<file path="src/verilog/mlsc_pkg.sv">
// Package for the modem lead status and control block.
// Assumes a 32-bit APB master and a single 200 MHz clock.
package mlsc_pkg;
  // ==========================================================
  // Register map
  localparam logic [7:0] STATUS_LOW_OFFS  = 8'h00;
  localparam logic [7:0] STATUS_HIGH_OFFS = 8'h04;
  localparam logic [7:0] CONTROL_OFFS     = 8'h08;
  localparam logic [7:0] IRQ_STATUS_OFFS  = 8'h0C;
  localparam logic [7:0] IRQ_MASK_OFFS    = 8'h10;
  // ==========================================================
  // Low status byte fields
  localparam int CARRIER_BIT = 0;
  localparam int UNUSED1_BIT = 1;
  localparam int CTS_BIT     = 2;
  localparam int READY_BIT   = 3;
  localparam int HDX_BIT     = 4;
  localparam int RTS_BIT     = 5;
  localparam int DTR_BIT     = 6;
  localparam int RING_BIT    = 7;
  // ==========================================================
  // Upper status byte fields
  localparam int CHAR_MODE_BIT = 0;
  localparam int TEST_MODE_BIT = 2;
  // ==========================================================
  // Control register fields
  localparam int CTL_HDX_BIT  = 0;
  localparam int CTL_RTS_BIT  = 1;
  localparam int CTL_DTR_BIT  = 2;
  localparam int CTL_CHAR_BIT = 3;
  localparam logic [3:0] CONTROL_RESET = 4'h8;
  // ==========================================================
  // Event bits in interrupt status and mask
  localparam int EV_CARRIER = 0;
  localparam int EV_CTS     = 1;
  localparam int EV_READY   = 2;
  localparam int EV_RING    = 3;
  localparam int EV_TEST    = 4;
  localparam int EV_LOSS    = 5;
  localparam int EV_WIDTH   = 6;
  localparam logic [5:0] IRQ_MASK_RESET = 6'h00;
endpackage

</file>
<file path="src/verilog/mlsc_edge.sv">
// Rising and falling edge detector for a vector of modem leads.
// Assumes leads already synchronous to the clock.
`timescale 1ns/1ps
module mlsc_edge #(
  parameter int W = 5
) (
  input  wire logic         clk_i,
  input  wire logic         rst_i,
  input  wire logic [W-1:0] lvl_i,
  output logic      [W-1:0] any_o,
  output logic      [W-1:0] fall_o
);
  logic [W-1:0] prev_q;

  always_ff @(posedge clk_i) begin
    if (rst_i) begin
      prev_q <= '0;
    end else begin
      prev_q <= lvl_i;
    end
  end

  assign any_o  = prev_q ^ lvl_i;
  assign fall_o = prev_q & ~lvl_i;
endmodule

</file>
<file path="src/verilog/mlsc_top.sv">
// Modem lead status and control registers behind an APB slave.
// Assumes modem leads synchronous to CLK_I and a 32-bit APB master.
//
// Decided for this implementation: the address map and the APB register port.
`timescale 1ns/1ps
// Notes on behaviour
// RQ1: Low status bit 0 shows the carrier detect lead.
// RQ2: Low status bit 1 always reads zero.
// RQ3: Low status bit 2 shows the clear to send lead.
// RQ4: Bit 3 shows modem ready; its loss flags a fault event.
// RQ5: Bit 4 one means half duplex, zero full duplex.
// RQ6: Bit 5 carries request to send to the modem.
// RQ7: Half duplex modem transmits while request to send is high.
// RQ8: Data moves only after clear to send answers request to send.
// RQ9: Modem drains handed data after request to send falls.
// RQ10: Modem drops clear to send when ready for a new request.
// RQ11: Bit 6 carries data terminal ready to the modem.
// RQ12: Modem disconnects after draining when terminal ready drops.
// RQ13: Bit 7 shows the ring indicator lead.
// RQ14: Modem holds ring on only during ringing segments.
// RQ15: Ring is never gated by data terminal ready.
// RQ16: Host reads all leads and writes the driven ones.
// RQ17: Upper bit 0 is character mode, resetting to one.
// RQ18: Upper bit 2 shows the modem test mode lead.
// RQ19: Request to send and terminal ready read back driven levels.
module mlsc_top (
  input  wire logic        CLK_I,
  input  wire logic        RST_I,
  input  wire logic        PSEL_I,
  input  wire logic        PENABLE_I,
  input  wire logic        PWRITE_I,
  input  wire logic [7:0]  PADDR_I,
  input  wire logic [31:0] PWDATA_I,
  input  wire logic [3:0]  PSTRB_I,
  output logic      [31:0] PRDATA_O,
  output logic             PREADY_O,
  output logic             PSLVERR_O,
  input  wire logic        CARRIER_I,
  input  wire logic        CTS_I,
  input  wire logic        MODEM_READY_I,
  input  wire logic        RING_I,
  input  wire logic        TEST_MODE_I,
  input  wire logic        TX_REQ_I,
  output logic             TX_GO_O,
  output logic             RTS_O,
  output logic             DTR_O,
  output logic             HALF_DUPLEX_O,
  output logic             CHAR_MODE_O,
  output logic             IRQ_O
);
  import mlsc_pkg::*;

  typedef enum logic [3:0] {
    TX_IDLE  = 4'b0001,
    TX_WAIT  = 4'b0010,
    TX_SEND  = 4'b0100,
    TX_DRAIN = 4'b1000
  } mlsc_tx_type;

  // ==========================================================
  // Bus decode
  logic            setup_w;
  logic            wr_w;
  logic            rd_w;
  logic            hit_w;
  logic [3:0]      ctl_q;
  logic [EV_WIDTH-1:0] ev_q;
  logic [EV_WIDTH-1:0] mask_q;
  logic [EV_WIDTH-1:0] ev_set_w;
  logic [4:0]      lead_w;
  logic [4:0]      any_w;
  logic [4:0]      fall_w;
  logic [7:0]      low_w;
  logic [7:0]      high_w;
  logic [31:0]     rd_d;
  mlsc_tx_type     tx_q;

  function automatic logic is_reg(input logic [7:0] a);
    is_reg = (a == STATUS_LOW_OFFS) || (a == STATUS_HIGH_OFFS) || (a == CONTROL_OFFS)
          || (a == IRQ_STATUS_OFFS) || (a == IRQ_MASK_OFFS);
  endfunction

  // Zero wait states: answer in the first access cycle
  assign setup_w = PSEL_I && !PENABLE_I;
  assign hit_w   = is_reg(PADDR_I);
  assign wr_w    = PSEL_I && PENABLE_I && PREADY_O && PWRITE_I && hit_w && PSTRB_I[0];
  assign rd_w    = PSEL_I && PENABLE_I && PREADY_O && !PWRITE_I && hit_w;

  always_ff @(posedge CLK_I) begin
    if (RST_I) begin
      PREADY_O  <= 1'b0;
      PSLVERR_O <= 1'b0;
    end else begin
      PREADY_O  <= setup_w;
      PSLVERR_O <= setup_w && !is_reg(PADDR_I);
    end
  end

  // ==========================================================
  // Status bytes
  always_comb begin
    low_w              = 8'h00;                    // [RQ2]
    low_w[CARRIER_BIT] = CARRIER_I;                // [RQ1]
    low_w[CTS_BIT]     = CTS_I;                    // [RQ3]
    low_w[READY_BIT]   = MODEM_READY_I;            // [RQ4]
    low_w[HDX_BIT]     = HALF_DUPLEX_O;            // [RQ5]
    low_w[RTS_BIT]     = RTS_O;                    // [RQ6] [RQ19]
    low_w[DTR_BIT]     = DTR_O;                    // [RQ11] [RQ19]
    low_w[RING_BIT]    = RING_I;                   // [RQ13] [RQ15]
    high_w                = 8'h00;
    high_w[CHAR_MODE_BIT] = CHAR_MODE_O;           // [RQ17]
    high_w[TEST_MODE_BIT] = TEST_MODE_I;           // [RQ18]
  end

  always_comb begin
    rd_d = 32'h0000_0000;
    unique case (PADDR_I)
      STATUS_LOW_OFFS:  rd_d = {24'h00_0000, low_w};   // [RQ16]
      STATUS_HIGH_OFFS: rd_d = {24'h00_0000, high_w};
      CONTROL_OFFS:     rd_d = {28'h000_0000, ctl_q};
      IRQ_STATUS_OFFS:  rd_d = {26'h000_0000, ev_q};
      IRQ_MASK_OFFS:    rd_d = {26'h000_0000, mask_q};
      default:          rd_d = 32'h0000_0000;
    endcase
  end

  always_ff @(posedge CLK_I) begin
    if (RST_I) begin
      PRDATA_O <= 32'h0000_0000;
    end else if (setup_w && !PWRITE_I) begin
      PRDATA_O <= rd_d;
    end
  end

  // ==========================================================
  // Control register; the modem output leads are registered from it one clock later
  always_ff @(posedge CLK_I) begin
    if (RST_I) begin
      ctl_q <= CONTROL_RESET;                      // [RQ17]
    end else if (wr_w && PADDR_I == CONTROL_OFFS) begin
      ctl_q <= PWDATA_I[3:0];                      // [RQ16]
    end
  end

  always_ff @(posedge CLK_I) begin
    if (RST_I) begin
      RTS_O         <= 1'b0;
      DTR_O         <= 1'b0;
      HALF_DUPLEX_O <= 1'b0;
      CHAR_MODE_O   <= 1'b1;
    end else begin
      RTS_O         <= ctl_q[CTL_RTS_BIT];         // [RQ6]
      DTR_O         <= ctl_q[CTL_DTR_BIT];         // [RQ11]
      HALF_DUPLEX_O <= ctl_q[CTL_HDX_BIT];         // [RQ5]
      CHAR_MODE_O   <= ctl_q[CTL_CHAR_BIT];        // [RQ17]
    end
  end

  // ==========================================================
  // Transmit gate: data only once clear to send answers
  always_ff @(posedge CLK_I) begin
    if (RST_I) begin
      tx_q <= TX_IDLE;
    end else begin
      unique case (tx_q)
        TX_IDLE:  if (RTS_O) tx_q <= TX_WAIT;
        TX_WAIT:  if (!RTS_O) tx_q <= TX_DRAIN; else if (CTS_I) tx_q <= TX_SEND;   // [RQ8]
        TX_SEND:  if (!RTS_O || !CTS_I) tx_q <= TX_DRAIN;
        // Wait for the modem to drop clear to send before a new request
        TX_DRAIN: if (!CTS_I) tx_q <= TX_IDLE;                                     // [RQ10]
      endcase
    end
  end

  always_ff @(posedge CLK_I) begin
    if (RST_I) begin
      TX_GO_O <= 1'b0;
    end else begin
      TX_GO_O <= TX_REQ_I && (tx_q == TX_SEND) && RTS_O && CTS_I;                 // [RQ8]
    end
  end

  // ==========================================================
  // Lead change events
  assign lead_w = {TEST_MODE_I, RING_I, MODEM_READY_I, CTS_I, CARRIER_I};

  mlsc_edge #(.W(5)) u_edge (
    .clk_i  (CLK_I),
    .rst_i  (RST_I),
    .lvl_i  (lead_w),
    .any_o  (any_w),
    .fall_o (fall_w)
  );

  always_comb begin
    ev_set_w             = '0;
    ev_set_w[EV_CARRIER] = any_w[0];
    ev_set_w[EV_CTS]     = any_w[1];
    ev_set_w[EV_READY]   = any_w[2];
    ev_set_w[EV_RING]    = any_w[3] && RING_I;     // [RQ15]
    ev_set_w[EV_TEST]    = any_w[4];
    ev_set_w[EV_LOSS]    = fall_w[2];              // [RQ4]
  end

  // Set wins over the clear-on-read in the same cycle
  always_ff @(posedge CLK_I) begin
    if (RST_I) begin
      ev_q <= '0;
    end else if (rd_w && PADDR_I == IRQ_STATUS_OFFS) begin
      ev_q <= ev_set_w;
    end else begin
      ev_q <= ev_q | ev_set_w;
    end
  end

  always_ff @(posedge CLK_I) begin
    if (RST_I) begin
      mask_q <= IRQ_MASK_RESET;
    end else if (wr_w && PADDR_I == IRQ_MASK_OFFS) begin
      mask_q <= PWDATA_I[EV_WIDTH-1:0];
    end
  end

  always_ff @(posedge CLK_I) begin
    if (RST_I) begin
      IRQ_O <= 1'b0;
    end else begin
      IRQ_O <= |(ev_q & mask_q);
    end
  end
endmodule

</file>
<file path="config.mk">
export PLATFORM = sky130hd
export DESIGN_NAME = mlsc_top
export DESIGN_NICKNAME = d
export VERILOG_FILES = /design/src/verilog/mlsc_pkg.sv /design/src/verilog/mlsc_edge.sv /design/src/verilog/mlsc_top.sv
export SDC_FILE = /design/constraint.sdc
export NUM_CORES = 1
export LEC_CHECK = 0
export BUFFER_PORTS_ARGS = -buffer_cell sky130_fd_sc_hd__buf_4
export CORE_MARGIN = 2
export CORE_UTILIZATION = 42
export CTS_BUF_LIST = sky130_fd_sc_hd__clkbuf_8 sky130_fd_sc_hd__clkbuf_16
export CTS_CLUSTER_DIAMETER = 200
export DETAILED_ROUTE_END_ITERATION = 7
export PLACE_DENSITY = 0.84
export SLEW_MARGIN = 5
export SYNTH_ARGS = -nofsm -noshare
export SYNTH_HDL_FRONTEND = slang
export SYNTH_SLANG_ARGS = --single-unit
</file>
<file path="constraint.sdc">
create_clock -name CLK_I -period 1.5 [get_ports CLK_I]
set_input_delay 0.075 -clock CLK_I [delete_from_list [all_inputs] [get_ports CLK_I]]
set_output_delay 0.075 -clock CLK_I [all_outputs]
set_load 0.005 [all_outputs]
</file>
==> flow_metrics.py, run 1 <==
metrics = {
    "outcome": {
        "status": "completed",
    },
    "clock_network": {
        "h-tree-depth": 2,
        "cts.sinks": 41,
        "clk_pin_slew_ps": 80,
        "cts_tree": "built",
        "cts_hold_buf": 0,
        "cts_root_buffer": "clkbuf_8",
        "insertion_delay_ps": 300,
        "clock_path_buffers": 2,
        "cts_made_buffers": 5,
    },
    "routing": {
        "route.vias.total": 1773,
        "drtIter0Drc": 140,
        "vias_per_cell": 5.08,
        "wirelength_um": 4660,
        "drtPass1Iterations": 4,
        "drc": 0,
        "wl_per_cell_um": 13.4,
        "ant_nets": 0,
    },
    "logic_synthesis": {
        "syn_area_mm2": 0.00214,
        "yosysSeqAreaShare_pct": 38.4,
        "synth_edf_count": 0,
        "ys_async_sr_fraction_pct": 0,
        "yosys_most_used_dff": "dfxtp_1",
        "yosysTopAreaCell": "dfxtp_1",
        "synth_top_area_share_pct": 38.4,
        "synth.yosys.warnings": 0,
        "syn_avg_cell_area_um2": 8.98,
        "yosys_register_bits": 41,
        "yosysUniqueCellTypes": 46,
        "synthCells": 238,
        "synth.area.top_cells": "dfxtp_1, buf_4, nand2b_1",
    },
    "critical_path": {
        "start_kind": "input pin",
        "timing.rr.end": "tx_q[2]",
        "critPathKind": "in -> reg",
        "critPathCaptureType": "flop",
        "cp.required_ps": 1670,
        "rr_worst_depth": 5,
        "reg2reg_from": "tx_q[3]",
        "crit_fanout": 6,
        "r2r_slack_ps": 110,
        "worst_ep_arrival_time_ps": 1570,
    },
    "timing": {
        "fin_crit_ps": 1400,
        "hold_viol": 0,
        "final.setup_skew_ps": 6.46,
        "rsz0062_at_grt": "true",
        "slew_viol_final": 0,
        "period_share_pct": 93.6,
        "setup-violations-final": 0,
        "fmax_ghz": 0.712,
    },
    "worst_hold_path": {
        "hold_start": "CARRIER_I",
        "hold_path_end": "u_edge.prev_q[0]",
        "hold_depth": 2,
        "hp-class": "in -> reg",
    },
    "floorplan": {
        "dieWidth_um": 75.3,
        "placementRows": 25,
        "dieArea_mm2": 0.00567,
        "core_area_mm2": 0.00482,
        "io_pins": 95,
        "fp.dieH_um": 75.3,
        "start_util_pct": 44.4,
    },
    "power_and_ir_drop": {
        "irDropWorstVdd_v": 0.000465,
        "static-leakage-power_nw": 1.10,
        "total_power_mw": 2.59,
        "powerDensity_mw_per_mm2": 1010,
    },
    "global_routing": {
        "antenna_found_initial": 0,
        "grt_pass1_vias": 1678,
        "use_met2_pct": 27.5,
        "grt_overflow_total": 0,
        "grt_use_met1_pct": 24.5,
        "grt_pass1_wl_um": 7800,
        "grt_max_degree": 36,
        "grt.met3_usage_pct": 4.23,
        "grt-busiest-layer": "met2",
        "grtUsageTotal_pct": 17.9,
    },
    "placement": {
        "place_inst": 341,
        "hpwl_um": 3590,
        "gp_congestion": 0.885,
        "numPortBuffers": 41,
    },
    "final_layout": {
        "fin_nets": 337,
        "final_cells": 349,
        "area_delta_synth_final_pct": 20.0,
        "final_cell_mix": "buf_4, dfxtp_1, conb_1",
        "antenna_cells": 0,
        "layout_commonest_cell": "buf_4",
        "drive_above_1_share_pct": 25.9,
    },
    "run": {
        "maxCapViolCount": 0,
    },
}
stage by stage:
stage / hold slack, ps / utilization [%] / TNS (ps) / area [um^2] / worst slack [ps]
floorplan: 203 / - / 0 / 2220 / 12.0
global placement: 320 / 50.8 / -2710 / 2450 / -188
detailed placement: 327 / 50.8 / -3470 / 2450 / -243
CTS: 16.2 / 52.9 / 0 / 2550 / 7.15
global route: 30.1 / 53.2 / -34.7 / 2560 / -34.7
finish: 15.1 / 53.2 / 0 / 2560 / 95.4
worst max path at each step:
stage                from   endpoint  slack, ps  depth (start not counted)
3_3_place_gp   PADDR_I[5]  mask_q[4]       -190                          5
2_1_floorplan  PADDR_I[5]    ev_q[3]         10                          4
5_1_grt           tx_q[1]    tx_q[3]        -30                          4
3_5_place_dp   PADDR_I[5]   ctl_q[0]       -240                          5
4_1_cts           tx_q[3]    tx_q[2]          7                          5
6_report       PADDR_I[5]    ev_q[3]        100                          5
report_power, final:
group	leakage (nW)	internal, mW	total (mW)	switching [mW]
combinational	0.707	0.261	0.540	0.279
clock	0.0542	0.416	0.800	0.384
sequential	0.335	1.16	1.25	0.0877
total	1.10	1.84	2.59	0.750
worst max-delay path, cell delays in order:
cell and delay [ps]:
buf_4 110, or4_4 560, or2_4 260, nor4_4 420
o32ai_1 150
sequential cells by signal, summed over array words and instances, names as in the netlist:
register       flops
RTS_O              1
tx_q               4
DTR_O              1
ev_q               6
IRQ_O              1
ctl_q              4
mask_q             6
TX_GO_O            1
HALF_DUPLEX_O      1
CHAR_MODE_O        1
PRDATA_O           8
u_edge.prev_q      5
PSLVERR_O          1
PREADY_O           1
what timing repair did:
item | 4_1_cts | 5_1_grt
buffers inserted | 0 | 0
setup endpoints to repair | 0 | 9
resized for setup | 0 | 7
cell type report:
cell class	count	area, um^2
Tap cell	67	83.8
Timing Repair Buffer	52	390
Sequential cell	41	822
Multi-Input combinational cell	170	1130
Clock inverter	1	5.00
Inverter	11	41.3
Clock buffer	7	96.3
Fill cell	447	2250
synthesized netlist by cell type, types with 6 or more instances:
library cell / instances
a21oi_1: 9
buf_4: 25
clkbuf_1: 12
dfxtp_1: 41
inv_1: 11
mux2i_1: 13
nand2_1: 10
nand2b_1: 23
nand3_1: 6
nor2_1: 9
nor2b_1: 7
o22ai_1: 7
per-layer routing:
metal | part of all wire [%] | up-vias
li1 | - | 871
met1 | 45 | 820
met2 | 47 | 68
met3 | 5.8 | 14
met4 | 2.6 | 0
met5 | 0 | -
cells by family after synthesis:
family                     Yosys count  share of synthesized area (%)
xor gates and xnor gates             4                           1.64
and+or+nand+nor                     84                           24.5
DFF                                 41                           38.4
adders and majority gates            1                          0.585
muxes                               15                           7.14
other                                1                          0.175
AOI/OAI and AO/OA                   42                           13.9
buffers and inverters               50                           13.6
No activity file was read; power rests on OpenSTA's default activity.
==> inputs of run 2 (changes only) <==
--- a/config.mk
+++ b/config.mk
@@ -6,7 +6,7 @@
 export NUM_CORES = 1
 export LEC_CHECK = 0
 export BUFFER_PORTS_ARGS = -buffer_cell sky130_fd_sc_hd__buf_4
-export CORE_MARGIN = 2
+export CORE_MARGIN = 1
 export CORE_UTILIZATION = 42
 export CTS_BUF_LIST = sky130_fd_sc_hd__clkbuf_8 sky130_fd_sc_hd__clkbuf_16
 export CTS_CLUSTER_DIAMETER = 200
==> run 2 against run 1 <==
Against the previous run: flip-flop and latch count is the same; sequential power hardly changed; first-iteration DRC count is 36% lower; utilization fell by 0.42 points; maximum frequency rose by 0.98%; setup slack better by 14 ps; register-to-register slack barely moved; die area fell by 5.2%; wire length down 1.8%; largest power group unchanged.
==> flow_metrics.py, run 2 (synthesis gave the netlist of run 1 again) <==
metrics = {
    "clock_network": {
        "cts_root_buffer": "clkbuf_8",
        "insertion_delay_ps": 290,
        "clk_pin_slew_ps": 70,
        "cts.sinks": 41,
        "clock_path_buffers": 2,
        "cts_made_buffers": 5,
        "cts_tree": "built",
        "cts_hold_buf": 0,
        "h-tree-depth": 2,
    },
    "placement": {
        "numPortBuffers": 41,
        "gp_congestion": 0.849,
        "place_area_mm2": 0.00243,
        "hpwl_um": 3290,
        "preCtsSetupSlack_ps": -274,
    },
    "timing": {
        "slew_viol_final": 0,
        "final.setup_skew_ps": 3.55,
        "hold_viol": 0,
        "fmax_ghz": 0.719,
        "setup_ws_ps": 109,
        "tightest_slew_ps": 527,
        "period_share_pct": 92.7,
        "fin_crit_ps": 1390,
        "setup-violations-final": 0,
        "setup-tns-final_ps": 0,
        "rsz0062_at_grt": "false",
        "slew_headroom_pct": 64.8,
    },
    "final_layout": {
        "reg.largest.list": "PRDATA_O: 8 flops, ev_q: 6 flops, mask_q: 6 flops",
        "design_area_mm2": 0.00254,
        "layout_commonest_cell": "buf_4",
        "top_register": "PRDATA_O",
        "fin_nets": 334,
        "final_cell_mix": "buf_4, dfxtp_1, conb_1",
        "area_delta_synth_final_pct": 19.1,
        "largest_reg_flops": 8,
        "antenna_cells": 0,
        "drive_above_1_share_pct": 25.2,
        "fin_util_pct": 52.8,
    },
    "floorplan": {
        "dieArea_mm2": 0.00538,
        "placementRows": 25,
        "fp.dieH_um": 73.3,
        "start_util_pct": 44.4,
        "io_pins": 95,
        "dieWidth_um": 73.3,
        "core_area_mm2": 0.00482,
    },
    "routing": {
        "route.vias.total": 1776,
        "drtPass1Iterations": 4,
        "ant_nets": 0,
        "drc": 0,
        "vias_per_cell": 5.15,
        "wirelength_um": 4580,
        "wl_per_cell_um": 13.3,
        "drtIter0Drc": 89,
    },
    "global_routing": {
        "grt_overflow_total": 0,
        "grt_max_degree": 49,
        "antenna_found_initial": 0,
        "grt_pass1_wl_um": 7220,
        "grtUsageTotal_pct": 17.7,
        "grt_pass1_vias": 1537,
    },
    "power_and_ir_drop": {
        "static-leakage-power_nw": 1.08,
        "p_comb_share_pct": 20.7,
        "p_sw_uw": 726,
        "switching_share_pct": 27.7,
        "power_frac_seq_pct": 47.2,
        "pwr-share-clk_pct": 32.1,
        "irDropWorstVdd_v": 0.000501,
        "powerDensity_mw_per_mm2": 1030,
        "p_int_mw": 1.90,
        "total_power_mw": 2.62,
    },
    "critical_path": {
        "critPathCaptureType": "flop",
        "reg2reg_from": "PREADY_O",
        "crit_fanout": 4,
        "worst_ep_arrival_time_ps": 1610,
        "critPathKind": "in -> reg",
        "slowest_delay_ps": 560,
        "critPathSlowestCell": "or4_4",
        "crit_path_cell_trace": "buf_4, or4_4, nor4_4, and2_1, mux2i_1",
        "start_kind": "input pin",
        "rr_worst_depth": 4,
        "cp.required_ps": 1720,
        "startpoint": "PADDR_I[5]",
    },
    "run": {
        "maxCapViolCount": 0,
    },
    "worst_hold_path": {
        "hp-class": "in -> reg",
        "hold_start": "CARRIER_I",
        "hold_depth": 2,
    },
    "outcome": {
        "status": "completed",
    },
}
run 2: cell type report:
| class | instances | area (um^2) |
|---|---|---|
| clock buffer | 5 | 68.8 |
| timing repair buffer | 49 | 368 |
| clock inverter | 2 | 35.0 |
| inverter | 11 | 41.3 |
| tap | 67 | 83.8 |
| multi-input combinational | 170 | 1120 |
| sequential | 41 | 825 |
| fill | 476 | 2270 |
run 2: worst max-delay path, delay by kind of cell:
kind / cells / cell delay (ps)
AND/OR/NAND/NOR: 3 / 1220
multiplexers: 1 / 210
buffers and inverters: 1 / 110
run 2: final timing paths:
kind | to | slack [ps]
setup / recovery | ctl_q[0] | 110
hold / removal | u_edge.prev_q[0] | 30
setup reg to reg | ctl_q[0] | 120
hold reg to reg | ev_q[3] | 450
run 2: layer usage:
metal	global-route usage (%)	share of wire, %
met5	0	0
met4	4.49	0.96
met3	4.53	5.5
met2	29.7	50
met1	22.7	44
run 2: power groups by stage:
stage	sequential (mW)	combinational [mW]	clock, mW
3_5_place_dp	1.26	0.529	0
3_3_place_gp	1.25	0.513	0
6_report	1.24	0.543	0.842
4_1_cts	1.23	0.534	0.850
2_1_floorplan	1.21	0.459	0
5_1_grt	1.25	0.603	0.907
run 2: timing repair:
action | CTS | global route
pin swaps | 0 | 1
gates resized for setup | 1 | 5
setup endpoints to repair | 1 | 5
buffers inserted | 0 | 0
run 2: through the flow:
stage / hold WS, ps / std cells
2_1_floorplan: 203 / 261
3_3_place_gp: 318 / 338
3_5_place_dp: 325 / 338
4_1_cts: 26.7 / 345
5_1_grt: 32.9 / 345
6_report: 29.6 / 345
